### config.mk
export PLATFORM = sky130hd
export DESIGN_NAME = aob_datapath
export DESIGN_NICKNAME = d
export VERILOG_FILES = /design/src/verilog/aob_pkg.sv /design/src/verilog/aob_file_if.sv /design/src/verilog/aob_datapath.sv /design/src/verilog/aob_operand_fetch.sv /design/src/verilog/aob_bit_unit.sv
export VERILOG_INCLUDE_DIRS = /design/src /design/src/verilog
export SDC_FILE = /design/constraint.sdc
export NUM_CORES = 1
export LEC_CHECK = 0
export BUFFER_PORTS_ARGS = -buffer_cell sky130_fd_sc_hd__clkbuf_2
export CORE_ASPECT_RATIO = 0.8
export CORE_MARGIN = 1.5
export CORE_UTILIZATION = 47
export DETAILED_ROUTE_END_ITERATION = 16
export PLACE_DENSITY = 0.77
export SLEW_MARGIN = 15
export SYNTH_ARGS = -nofsm -noshare
export SYNTH_HDL_FRONTEND = slang
export SYNTH_SLANG_ARGS = --single-unit
export TNS_END_PERCENT = 50
### constraint.sdc
create_clock -name clk -period 4 [get_ports clk]
set_input_delay 1 -clock clk [delete_from_list [all_inputs] [get_ports clk]]
set_output_delay 1 -clock clk [all_outputs]
set_load 0.02 [all_outputs]
### src/verilog/aob_defines.svh
// constants for the add and bit-operation datapath
`ifndef AOB_DEFINES_SVH
`define AOB_DEFINES_SVH

`define AOB_DATA_W       8
`define AOB_ADDR_W       7
`define AOB_BITSEL_W     3
`define AOB_NIBBLE_BIT   4
`define AOB_OP_W         4
`define AOB_ACC_RST      8'h00
`define AOB_DEST_ACC     1'b0
`define AOB_DEST_FILE    1'b1

`endif

### src/verilog/aob_pkg.sv
// types shared by the add and bit-operation datapath
package aob_pkg;

	typedef enum logic [3:0]
	{
		AOB_OP_IDLE      = 4'b0000,
		AOB_OP_ADD_LIT   = 4'b0001,
		AOB_OP_ADD_REG   = 4'b0010,
		AOB_OP_AND_LIT   = 4'b0011,
		AOB_OP_AND_REG   = 4'b0100,
		AOB_OP_CLR_BIT   = 4'b0101,
		AOB_OP_SET_BIT   = 4'b0110,
		AOB_OP_SKIP_ONE  = 4'b0111,
		AOB_OP_SKIP_ZERO = 4'b1000
	} aob_op_e;

	typedef enum logic [0:0]
	{
		AOB_ST_RUN  = 1'b0,
		AOB_ST_IDLE = 1'b1
	} aob_state_e;

endpackage

### src/verilog/aob_file_if.sv
// file register access bundle between core and operand fetch
`timescale 1ns/100ps

interface aob_file_if;
	logic [6:0] addr;
	logic [7:0] latch_data;
	logic [7:0] pin_data;
	logic       is_port;
	logic [7:0] operand;

	modport fetch
	(
		input  addr,
		input  latch_data,
		input  pin_data,
		input  is_port,
		output operand
	);
	modport core
	(
		output addr,
		output latch_data,
		output pin_data,
		output is_port,
		input  operand
	);
endinterface

### src/verilog/aob_datapath.sv
// execution datapath for add, and, bit set/clear and bit-test-skip
`timescale 1ns/100ps
`include "aob_defines.svh"

// Functional notes
// RULE1: literal add into accumulator, all flags
// RULE2: accumulator plus file register, all flags
// RULE3: target bit picks accumulator or register
// RULE4: literal and into accumulator, null only
// RULE5: register and to target, null only
// RULE6: clear selected bit, flags untouched
// RULE7: set selected bit, flags untouched
// RULE8: skip next when tested bit one
// RULE9: skip next when tested bit zero
// RULE10: port registers read from pins
// RULE11: skip second cycle runs idle
// RULE12: carries from bits three, seven; zero
module aob_datapath
(
	// clock and reset
	input  wire logic                     clk,
	input  wire logic                     sys_rst,
	// decoded instruction
	input  wire logic                     instr_valid,
	input  wire logic [3:0]               instr_op,
	input  wire logic [7:0]               literal_value,
	input  wire logic [6:0]               register_location,
	input  wire logic [2:0]               selected_position,
	input  wire logic                     result_target,
	// file register read side
	input  wire logic [7:0]               file_rd_data,
	input  wire logic [7:0]               port_pin_data,
	input  wire logic                     file_is_port,
	// file register write side
	output logic [6:0]                    file_addr,
	output logic                          file_wr_en,
	output logic [7:0]                    file_wr_data,
	// architectural state
	output logic [7:0]                    accumulator,
	output logic                          ninth_result_bit,
	output logic                          nibble_overflow_flag,
	output logic                          result_null_flag,
	// sequencing
	output logic                          idle_cycle,
	output logic                          instr_ready
);
	typedef struct packed
	{
		logic [7:0]          acc;
		logic                carry;
		logic                nib;
		logic                zero;
		aob_pkg::aob_state_e st;
		logic [6:0]          waddr;
		logic                wen;
		logic [7:0]          wdata;
	} aob_state_s;

	aob_state_s state_q;
	aob_state_s state_d;

	aob_file_if fif ();

	logic [7:0] operand;
	logic [7:0] bit_cleared;
	logic [7:0] bit_set;
	logic       bit_tested;

	// ------------------------------------------------------------------
	// operand path
	// ------------------------------------------------------------------
	assign fif.addr       = register_location;
	assign fif.latch_data = file_rd_data;
	assign fif.pin_data   = port_pin_data;
	assign fif.is_port    = file_is_port;
	assign operand        = fif.operand;

	aob_operand_fetch u_fetch
	(
		.fif (fif.fetch)
	);

	aob_bit_unit u_bits
	(
		.value    (operand),
		.position (selected_position),
		.cleared  (bit_cleared),
		.set_val  (bit_set),
		.tested   (bit_tested)
	);

	// ------------------------------------------------------------------
	// opcode decode
	// ------------------------------------------------------------------
	logic op_add_lit;
	logic op_add_reg;
	logic op_and_lit;
	logic op_and_reg;
	logic op_to_file;
	logic run_slot;
	logic taken;

	assign op_add_lit = (instr_op == aob_pkg::AOB_OP_ADD_LIT);
	assign op_add_reg = (instr_op == aob_pkg::AOB_OP_ADD_REG);
	assign op_and_lit = (instr_op == aob_pkg::AOB_OP_AND_LIT);
	assign op_and_reg = (instr_op == aob_pkg::AOB_OP_AND_REG);
	// only the register forms honour the target bit; literal forms
	// always land in the accumulator
	assign op_to_file = (op_add_reg | op_and_reg)
		& (result_target == `AOB_DEST_FILE);
	assign run_slot   = (state_q.st == aob_pkg::AOB_ST_RUN);
	// an instruction offered in the idle slot is the discarded one
	assign taken      = instr_valid & run_slot;

	// ------------------------------------------------------------------
	// arithmetic and logic results
	// ------------------------------------------------------------------
	logic [7:0] addend;
	logic [7:0] mask_src;
	logic [4:0] low_sum;
	logic [8:0] full_sum;
	logic [7:0] add_res;
	logic [7:0] and_res;
	logic       nib_carry;
	logic       byte_carry;
	logic       add_zero;
	logic       and_zero;
	logic       skip;

	// literal forms take the instruction field, register forms the operand
	assign addend     = op_add_lit ? literal_value : operand;
	assign mask_src   = op_and_lit ? literal_value : operand;
	// RULE12: nibble and byte carries
	// the low nibble is summed on its own so its carry needs no xor trick
	assign low_sum    = {1'b0, state_q.acc[3:0]} + {1'b0, addend[3:0]};
	assign full_sum   = {1'b0, state_q.acc} + {1'b0, addend};
	assign add_res    = full_sum[7:0];
	assign nib_carry  = low_sum[`AOB_NIBBLE_BIT];
	assign byte_carry = full_sum[`AOB_DATA_W];
	assign add_zero   = (add_res == 8'h00);
	assign and_res    = state_q.acc & mask_src;
	assign and_zero   = (and_res == 8'h00);

	// ------------------------------------------------------------------
	// next state
	// ------------------------------------------------------------------
	always_comb
	begin
		state_d       = state_q;
		state_d.wen   = 1'b0;
		state_d.wdata = state_q.wdata;
		skip          = 1'b0;
		if (!run_slot)
		begin
			// RULE11: discarded slot runs idle
			state_d.st = aob_pkg::AOB_ST_RUN;
		end
		else if (taken)
		begin
			unique case (aob_pkg::aob_op_e'(instr_op))
				aob_pkg::AOB_OP_ADD_LIT:
				begin
					// RULE1: literal add, all flags
					state_d.acc   = add_res;
					state_d.carry = byte_carry;
					state_d.nib   = nib_carry;
					state_d.zero  = add_zero;
				end
				aob_pkg::AOB_OP_ADD_REG:
				begin
					// RULE2: register add, all flags
					state_d.carry = byte_carry;
					state_d.nib   = nib_carry;
					state_d.zero  = add_zero;
					// RULE3: destination select
					if (op_to_file)
					begin
						state_d.wen   = 1'b1;
						state_d.wdata = add_res;
					end
					else
						state_d.acc = add_res;
				end
				aob_pkg::AOB_OP_AND_LIT:
				begin
					// RULE4: literal mask, null only
					state_d.acc  = and_res;
					state_d.zero = and_zero;
				end
				aob_pkg::AOB_OP_AND_REG:
				begin
					// RULE5: register mask, null only
					state_d.zero = and_zero;
					// RULE3: destination select
					if (op_to_file)
					begin
						state_d.wen   = 1'b1;
						state_d.wdata = and_res;
					end
					else
						state_d.acc = and_res;
				end
				aob_pkg::AOB_OP_CLR_BIT:
				begin
					// RULE6: clear bit write back
					state_d.wen   = 1'b1;
					state_d.wdata = bit_cleared;
				end
				aob_pkg::AOB_OP_SET_BIT:
				begin
					// RULE7: set bit write back
					state_d.wen   = 1'b1;
					state_d.wdata = bit_set;
				end
				aob_pkg::AOB_OP_SKIP_ONE:
					// RULE8: skip on one
					skip = bit_tested;
				aob_pkg::AOB_OP_SKIP_ZERO:
					// RULE9: skip on zero
					skip = ~bit_tested;
				default:
					skip = 1'b0;
			endcase
			if (skip)
				state_d.st = aob_pkg::AOB_ST_IDLE;
			if (state_d.wen)
				state_d.waddr = register_location;
		end
	end

	// ------------------------------------------------------------------
	// state register
	// ------------------------------------------------------------------
	always_ff @(posedge clk)
	begin
		if (sys_rst)
		begin
			state_q.acc   <= `AOB_ACC_RST;
			state_q.carry <= 1'b0;
			state_q.nib   <= 1'b0;
			state_q.zero  <= 1'b0;
			state_q.st    <= aob_pkg::AOB_ST_RUN;
			state_q.waddr <= 7'h00;
			state_q.wen   <= 1'b0;
			state_q.wdata <= 8'h00;
		end
		else
			state_q <= state_d;
	end

	// ------------------------------------------------------------------
	// outputs
	// ------------------------------------------------------------------
	assign accumulator          = state_q.acc;
	assign ninth_result_bit     = state_q.carry;
	assign nibble_overflow_flag = state_q.nib;
	assign result_null_flag     = state_q.zero;
	assign file_addr            = state_q.waddr;
	assign file_wr_en           = state_q.wen;
	assign file_wr_data         = state_q.wdata;
	// the decoder holds the discarded instruction during the idle slot
	assign idle_cycle           = (state_q.st == aob_pkg::AOB_ST_IDLE);
	assign instr_ready          = ~idle_cycle;
endmodule

### src/verilog/aob_operand_fetch.sv
// source operand selection for read-modify-write of file registers
`timescale 1ns/100ps

module aob_operand_fetch
(
	// file register bundle
	aob_file_if.fetch fif
);
	// RULE10: pins over latch
	// port registers are read from the pins so that an input-driven pin
	// is written back with its real level
	assign fif.operand = fif.is_port ? fif.pin_data : fif.latch_data;
endmodule

### src/verilog/aob_bit_unit.sv
// single-bit select, set and clear
`timescale 1ns/100ps

module aob_bit_unit
(
	// operand
	input  wire logic [7:0] value,
	input  wire logic [2:0] position,
	// results
	output logic [7:0]      cleared,
	output logic [7:0]      set_val,
	output logic            tested
);
	genvar i;
	generate
		for (i = 0; i < 8; i++)
		begin : g_bit
			// RULE6: force bit low
			assign cleared[i] = (position == 3'(i)) ? 1'b0 : value[i];
			// RULE7: force bit high
			assign set_val[i] = (position == 3'(i)) ? 1'b1 : value[i];
		end
	endgenerate
	assign tested = value[position];
endmodule

==> results.json, run 1 <==
{
  "maxCapViolCount": 0,
  "gp_congestion": 0.911,
  "seq_power_share_pct": 38.3,
  "skew_ns": 0.0113,
  "post-dp-hpwl_mm": 5.53,
  "worst_slack_ns": 0.302,
  "drive_gt1_share_pct": 30.9,
  "syn_to_final_growth_pct": 19.7,
  "vias": 2645,
  "utilization_pct": 58.4,
  "cts_tree": "done",
  "hold_path_depth": 2,
  "num_rows": 23,
  "clkPwrFrac_pct": 23.5,
  "cts_buffers": 3,
  "fp.dieArea_mm2": 0.00564,
  "r2r_slack_ns": 1.60,
  "maxSlewViolCount": 0,
  "clk_latency_ns": 0.29,
  "synth_nets": 365,
  "arrival_ns": 3.90,
  "hold_end": "file_addr[2]",
  "synth_edf_count": 0,
  "drtIter0Drc": 237,
  "p_sw_uw": 284,
  "powerDensity_mw_per_mm2": 271,
  "nNetsFinal": 433,
  "seqCellArea_um2": 561,
  "grt_usage_pct": 24.9,
  "wl_met1_mm": 3.12,
  "max_slew_margin_pct": 49.4,
  "postRouteAntennaNets": 0,
  "postCtsSetupRepairBufs": 0,
  "start_kind": "input port",
  "syn_area_mm2": 0.00244,
  "p_int_uw": 507,
  "fmax_mhz": 270,
  "swShare_pct": 35.9,
  "ctsHtreeMaxLevel": 1,
  "worstSetupPathType": "in2reg",
  "hp-start": "file_addr[2]",
  "yosys.area.top_type_share_pct": 22.9,
  "cp_max_fo": 12,
  "antenna_found_initial": 0,
  "grt.overflow.total": 0,
  "wl_per_cell_um": 16.2,
  "postSynthAreaPerCell_um2": 7.83,
  "yosysUniqueCellTypes": 62,
  "firstDrtPassIters": 5,
  "synth_area_leaders": "dfxtp_1, mux2i_1, nor2_1",
  "place_ws_ns": 0.0427,
  "diodes": 0,
  "final_common_cell": "clkbuf_2",
  "combPwrFrac_pct": 38.2,
  "synthFlopType": "dfxtp_1",
  "ys_ff_latch": 28,
  "fillCellCount": 477,
  "cts_buffer_depth": 2,
  "met2_length_mm": 3.08,
  "peakVddDrop_uv": 148,
  "io_pins": 72,
  "fp.coreArea_mm2": 0.00501,
  "multi_input_area_mm2": 0.00171,
  "seq_area_frac_synth_pct": 22.9,
  "status": "complete, no violations",
  "dr_wl_met3_um": 853,
  "cts.clk_slew.worst_paths_ns": 0.11,
  "leakagePower_nw": 1.29,
  "synth_warnings": 0,
  "setup_violations": 0,
  "rsz0062_at_grt": "false",
  "min_path_type": "reg2reg",
  "vias_per_cell": 6.00,
  "fp.dieW_um": 83.6,
  "crit_path_end_kind": "flop",
  "cts_sinks": 28,
  "worstMarginPinSlew_ns": 0.759,
  "rr_startpoint": "idle_cycle",
  "drt_wl_total_mm": 7.12,
  "grt_pass1_vias": 2249,
  "grt_pass1_wl_mm": 11.1,
  "hold_slack_ns": 0.458,
  "synthCells": 312,
  "regToRegEndpoint": "accumulator[0]",
  "cts-root-buf": "clkbuf_8",
  "cts_hold_buffers": 0,
  "start_util_pct": 48.8,
  "critPathRequiredTime_ns": 4.20,
  "yosys.area.top_type": "dfxtp_1",
  "highest_layer": "met4",
  "die_h_um": 67.5,
  "io_buffers": 71,
  "drc": 0,
  "ff2ff_path_depth": 6,
  "hold_viol": 0,
  "setup_tns_ns": 0,
  "grt_start_max_net_pins": 29,
  "final_cell_mix": "clkbuf_2, nor2_1, nand2_1",
  "layout_worst_path_cycle_share_pct": 92.5,
  "async_reset_ff_share_pct": 0,
  "period_needed_ns": 3.70,
  "ctsResizeCount": 0
}
[area by class of cell]
type	instances	share of cell area (%)
well taps	62	2.65
inverters	11	1.41
flip-flops and latches	28	19.2
repair buffers	87	16.3
multi-input cells	249	58.6
clock buffers	4	1.88
[critical path, cell delays in order]
cell      delay, ns
clkbuf_2       0.09
or4b_2         0.74
buf_4          0.22
nor2_1         0.09
a21oi_1        0.06
ha_1           0.35
o21ai_0        0.29
o21ai_1        0.12
a221oi_2       0.34
mux2i_1        0.29
nand3_1        0.12
a211oi_2       0.19
[synth_stat cells, types with 2 or more instances]
master,instances
nor3_1,6
nor4_1,2
nor3b_1,4
inv_1,11
dfxtp_1,28
o22ai_1,7
a211oi_1,4
a311oi_1,3
nand2b_1,11
buf_1,2
mux2i_1,17
a211oi_2,5
nor4b_1,2
and4b_1,2
nor2_2,2
a21oi_1,26
o211ai_1,10
o21ai_0,7
buf_4,3
buf_2,6
nand2_1,35
ha_1,9
a221oi_1,4
clkbuf_1,9
nor2_1,39
a21o_1,2
or4b_1,2
xor2_1,2
buf_6,4
o21a_1,3
xnor2_1,3
o21ai_1,7
nand3_1,3
mux4_2,3
mux2_2,2
[layer usage]
layer / GRT usage (%) / vias to the layer above
li1: - / 1270
met5: 2.73 / -
met4: 7.17 / 0
met2: 37.0 / 148
met1: 35.6 / 1220
met3: 6.11 / 7
[power by group through the flow]
| stage | clock [mW] | sequential (mW) | combinational (mW) |
|---|---|---|---|
| 5_1_grt | 0.200 | 0.306 | 0.326 |
| 3_5_place_dp | 0 | 0.310 | 0.297 |
| 4_1_cts | 0.189 | 0.303 | 0.298 |
| 6_report | 0.186 | 0.303 | 0.302 |
| 3_3_place_gp | 0 | 0.309 | 0.292 |
| 2_1_floorplan | 0 | 0.325 | 0.191 |
[worst max path at each step]
| stage | startpoint | endpoint | slack (ns) |
|---|---|---|---|
| floorplan | instr_op[1] | file_wr_data[6] | 0.006 |
| global placement | instr_op[1] | file_wr_data[6] | 0.1 |
| detailed placement | instr_op[1] | result_null_flag | 0.04 |
| CTS | instr_op[1] | result_null_flag | 0.34 |
| global route | instr_op[1] | result_null_flag | 0.14 |
| finish | instr_op[1] | result_null_flag | 0.30 |
[state kept, by name, indices dropped and copies added, names as in the netlist]
name,flops
result_null_flag,1
idle_cycle,1
file_wr_data,8
file_wr_en,1
ninth_result_bit,1
accumulator,8
nibble_overflow_flag,1
file_addr,7
[metrics by stage]
| stage | cell area [um2] | power (mW) | std cells |
|---|---|---|---|
| 3_5_place_dp | 2870 | 0.606 | 437 |
| 6_report | 2920 | 0.791 | 441 |
| 3_3_place_gp | 2870 | 0.601 | 437 |
| 4_1_cts | 2920 | 0.791 | 441 |
| 2_1_floorplan | 2470 | 0.516 | 312 |
| 5_1_grt | 2920 | 0.833 | 441 |
[logic make-up (layout without fill, tap and decap cells)]
| logic type | count (synthesis) | after routing | share of synthesized area [%] |
|---|---|---|---|
| and+or+nand+nor | 124 | 124 | 27.1 |
| AOI/OAI and AO/OA | 88 | 88 | 24.7 |
| buffers and inverters | 35 | 102 | 7.37 |
| DFF | 28 | 28 | 22.9 |
| muxes | 22 | 22 | 10.6 |
| adders and majority gates | 10 | 10 | 5.43 |
| xor gates and xnor gates | 5 | 5 | 1.79 |
No activity file was read; power rests on OpenSTA's default activity.
==> inputs of run 2 (changes only) <==
Settings changed: BUFFER_PORTS_ARGS -buffer_cell sky130_fd_sc_hd__clkbuf_2 to default, CORE_UTILIZATION 47 to 50, DONT_BUFFER_PORTS from default to 1, PLACE_DENSITY 0.77 to 0.68.
==> results.json, run 2 (synthesis results as in run 1) <==
{
  "status": "complete, no violations",
  "cts_tree": "done",
  "total_power_uw": 779,
  "firstDrtPassIters": 5,
  "die_h_um": 65.5,
  "grt_start_max_net_pins": 29,
  "max_slew_margin_pct": 36.6,
  "slowest_delay_ns": 0.72,
  "vias": 2248,
  "placed_area_mm2": 0.00242,
  "cp_max_fo": 13,
  "cts-root-buf": "clkbuf_8",
  "seq_power_share_pct": 41.5,
  "cts_hold_buffers": 0,
  "grt_usage_pct": 25.8,
  "combPwrFrac_pct": 28.1,
  "critPathRequiredTime_ns": 4.18,
  "postRouteAntennaNets": 0,
  "multi_input_area_mm2": 0.00171,
  "hold_slack_ns": 0.558,
  "cts.clk_slew.worst_paths_ns": 0.11,
  "drc": 0,
  "layout_worst_path_cycle_share_pct": 91.1,
  "crit_slowest_cell": "or4b_2",
  "drive_gt1_share_pct": 11.5,
  "maxCapViolCount": 0,
  "nNetsFinal": 350,
  "final_area_mm2": 0.00249,
  "grt_pass1_vias": 2034,
  "start_util_pct": 52.5,
  "gp_congestion": 0.872,
  "utilization_pct": 53.6,
  "setup_violations": 0,
  "final_cell_mix": "nor2_1, nand2_1, dfxtp_1",
  "rsz0062_at_grt": "false",
  "diodes": 0,
  "ctsResizeCount": 0,
  "worstSetupPathType": "in2reg",
  "ctsHtreeMaxLevel": 1,
  "num_rows": 22,
  "path_cells": "or4b_2, buf_4, nor2_1, a21oi_1, ha_1, o21ai_0, a2111oi_0, a311oi_2, o22ai_1, a211oi_1, nor3_1",
  "fp.dieW_um": 81.2,
  "swShare_pct": 33.1,
  "p_int_uw": 521,
  "grt.overflow.total": 0,
  "fillCellCount": 461,
  "io_buffers": 0,
  "clk_latency_ns": 0.29,
  "hold_viol": 0,
  "seqCellArea_um2": 561,
  "cts_buffer_depth": 2,
  "antenna_found_initial": 0,
  "cts_buffers": 3,
  "syn_to_final_growth_pct": 2.00,
  "grt_pass1_wl_mm": 10.3,
  "fp.coreArea_mm2": 0.00465,
  "drtIter0Drc": 198,
  "cp_top_family": "compound AO/OA/AOI/OAI gates",
  "min_path_type": "reg2reg",
  "setup_tns_ns": 0,
  "crit_path_end_kind": "flop",
  "fmax_mhz": 275,
  "leakagePower_nw": 0.934,
  "cp.buffers_inverters": 1,
  "peakVddDrop_uv": 150,
  "worstMarginPinSlew_ns": 0.949,
  "maxSlewViolCount": 0,
  "powerDensity_mw_per_mm2": 312,
  "start_kind": "input port",
  "vias_per_cell": 6.31,
  "skew_ns": 0.00444,
  "period_needed_ns": 3.64,
  "clkPwrFrac_pct": 30.4,
  "arrival_ns": 3.83,
  "io_pins": 72,
  "drt_wl_total_mm": 6.68,
  "cts_sinks": 28,
  "postCtsSetupRepairBufs": 0,
  "p_sw_uw": 258,
  "fp.dieArea_mm2": 0.00532,
  "post-dp-hpwl_mm": 5.21,
  "wl_per_cell_um": 18.8,
  "final_common_cell": "nor2_1"
}
run 2: changes by cell type in the layout (fill, tap and decap cells not counted), sizes merged:
cell and delta:
clkbuf -72, buf -12, bufinv +1
run 2: tightest hold or removal path, stage by stage (launching register included):
cell	delay [ns]
dfxtp_1	0.39
nand2_1	0.08
a21oi_1	0.06
run 2: per-layer routing:
metal / vias up / share of wire [%] / global-route usage, %
met5: - / 0 / 0
met4: 0 / 1.0 / 6.25
met3: 7 / 9.9 / 8.89
met2: 97 / 44 / 37.1
met1: 1045 / 45 / 36.6
li1: 1099 / - / -
run 2: area by class of cell:
class	count	share of cell area (%)
multi-input combinational	249	68.8
sequential	28	22.5
timing repair buffer	4	1.20
clock buffer	3	1.66
inverter	11	1.66
clock inverter	1	1.20
tap	60	3.01
run 2: stage by stage:
stage	setup slack, ns	cells
6_report	0.357	356
5_1_grt	0.105	356
4_1_cts	0.385	356
3_5_place_dp	0.0655	352
3_3_place_gp	0.0768	352
2_1_floorplan	0.00598	312
run 2: path summary, 6_finish.rpt:
check                                    start              end  depth (start not counted)  slack (ns)
worst max-delay path               instr_op[1]  file_wr_data[6]                         11        0.36
worst min-delay path              file_addr[6]     file_addr[6]                          2        0.56
worst max register to register  accumulator[0]  file_wr_data[6]                          9        1.38
worst min register to register    file_addr[6]     file_addr[6]                          2        0.56
run 2: power groups by stage:
stage | clock [mW] | combinational (mW) | sequential (mW)
6_report | 0.237 | 0.219 | 0.323
5_1_grt | 0.243 | 0.244 | 0.325
4_1_cts | 0.237 | 0.216 | 0.323
3_5_place_dp | 0 | 0.215 | 0.330
3_3_place_gp | 0 | 0.212 | 0.330
2_1_floorplan | 0 | 0.191 | 0.325
==> inputs of run 3 (changes only) <==
Settings changed: PLACE_DENSITY 0.68 to 0.71.
Clock period 4 ns to 3.4 ns, I/O delays scaled along.
==> results.json, run 3 (synthesis results as in run 1) <==
{
  "regToRegEndpoint": "file_wr_data[7]",
  "cts_buffer_depth": 2,
  "start_util_pct": 52.5,
  "antenna_found_initial": 0,
  "diodes": 0,
  "cts-root-buf": "clkbuf_8",
  "seqCellArea_um2": 561,
  "period_needed_ns": 3.29,
  "grt_usage_pct": 25.3,
  "final_cell_mix": "nor2_1, nand2_1, dfxtp_1",
  "placed_area_mm2": 0.00255,
  "io_buffers": 0,
  "use_met1_pct": 38.0,
  "cp.buffers_inverters": 2,
  "nNetsFinal": 366,
  "slowest_delay_ns": 0.58,
  "ff2ff_path_depth": 9,
  "syn_to_final_growth_pct": 7.94,
  "firstDrtPassIters": 4,
  "final_area_mm2": 0.00264,
  "fp.dieW_um": 81.2,
  "setup_violations": 0,
  "grt_start_max_net_pins": 29,
  "post-dp-hpwl_mm": 5.21,
  "use_met3_pct": 4.86,
  "worstSetupPathType": "in2reg",
  "worstMarginPinSlew_ns": 0.870,
  "cts_sinks": 28,
  "grt_pass1_wl_mm": 10.1,
  "hold_viol": 0,
  "layout_worst_path_cycle_share_pct": 96.8,
  "post-place-cells": 367,
  "wl_per_cell_um": 17.9,
  "powerDensity_mw_per_mm2": 358,
  "cts_buffers": 3,
  "crit_slowest_cell": "or4b_4",
  "postRouteAntennaNets": 0,
  "crit_path_end_kind": "flop",
  "max_slew_margin_pct": 41.2,
  "ctsHtreeMaxLevel": 1,
  "drt_wl_total_mm": 6.67,
  "rr_startpoint": "accumulator[1]",
  "grt.overflow.total": 0,
  "utilization_pct": 56.7,
  "critPathRequiredTime_ns": 3.60,
  "r2r_slack_ns": 0.91,
  "status": "complete, no violations",
  "hold_end": "file_addr[5]",
  "drtIter0Drc": 242,
  "fp.dieArea_mm2": 0.00532,
  "skew_ns": 0.00176,
  "grt_pass1_vias": 2026,
  "drive_gt1_share_pct": 17.6,
  "cts.clk_slew.worst_paths_ns": 0.10,
  "die_h_um": 65.5,
  "maxCapViolCount": 0,
  "place_ws_ns": -0.142,
  "cp_top_family": "compound AO/OA/AOI/OAI gates",
  "fp.coreArea_mm2": 0.00465,
  "clk_latency_ns": 0.29,
  "path_cells": "or4b_4, buf_4, a21oi_1, ha_1, o21ai_1, o21ai_1, a221oi_2, buf_4, xor2_1, o22ai_1, a31o_1",
  "io_pins": 72,
  "cts_tree": "done",
  "met2_usage_pct": 36.8,
  "vias_per_cell": 6.14,
  "final_cells": 372,
  "vias": 2285,
  "gr-max-usage-layer": "met1",
  "min_path_type": "reg2reg",
  "drc": 0,
  "peakVddDrop_uv": 181,
  "fillCellCount": 448,
  "cp_max_fo": 10,
  "num_rows": 22,
  "maxSlewViolCount": 0,
  "gp_congestion": 0.957,
  "worst_slack_ns": 0.108,
  "multi_input_area_mm2": 0.00174,
  "leakagePower_nw": 1.02,
  "fmax_mhz": 304,
  "final_common_cell": "nor2_1",
  "arrival_ns": 3.49,
  "hold_slack_ns": 0.557,
  "start_kind": "input port",
  "hp-start": "file_addr[5]",
  "hold_path_depth": 2
}
[run 3: area by class of cell]
| class | count | area share [%] |
|---|---|---|
| Clock buffer | 3 | 1.57 |
| Clock inverter | 1 | 1.14 |
| Inverter | 11 | 1.57 |
| Multi-Input combinational cell | 249 | 65.9 |
| Sequential cell | 28 | 21.3 |
| Tap cell | 60 | 2.85 |
| Timing Repair Buffer | 20 | 5.69 |
[run 3: power by group]
group	switching, mW	total (mW)	leakage, nW	internal [mW]
sequential	0.0349	0.379	0.228	0.344
clock	0.119	0.278	0.0357	0.158
combinational	0.154	0.288	0.754	0.134
[run 3: worst max-delay path by stage]
stage                      startpoint          endpoint  slack (ns)  cells after the start
after global routing      instr_op[1]   file_wr_data[7]      -0.006                     11
after detailed placement  instr_op[1]  result_null_flag       -0.14                     10
after floorplan           instr_op[1]   file_wr_data[6]       -0.23                     14
final                     instr_op[1]   file_wr_data[7]        0.11                     11
after CTS                 instr_op[1]  result_null_flag        0.13                     10
after global placement    instr_op[1]  result_null_flag       -0.23                     10
[run 3: stage by stage]
stage               total power [mW]  TNS [ns]
floorplan                      0.613    -0.592
global placement               0.663    -0.556
finish                         0.945         0
detailed placement             0.666    -0.393
CTS                            0.943         0
global route                   0.986  -0.00593
[run 3: worst register-to-register path, stage by stage (launching register included)]
cell	delay, ns
dfxtp_1	0.55
ha_1	0.32
a211oi_2	0.25
buf_4	0.15
o21ai_1	0.08
a221oi_2	0.37
buf_4	0.18
xor2_1	0.18
o22ai_1	0.11
a31o_1	0.23
[run 3: repair_timing]
action / CTS / global route
hold buffers: 0 / 0
buffers inserted: 0 / 1
endpoints found under the setup margin: 0 / 1
hold endpoints to repair: 0 / 0
resized for setup: 0 / 2
[run 3: layer usage]
| metal | vias up | share of wire [%] |
|---|---|---|
| met1 | 1070 | 48 |
| li1 | 1129 | - |
| met2 | 81 | 42 |
| met3 | 5 | 9.7 |
| met5 | - | 0 |
| met4 | 0 | 0.76 |
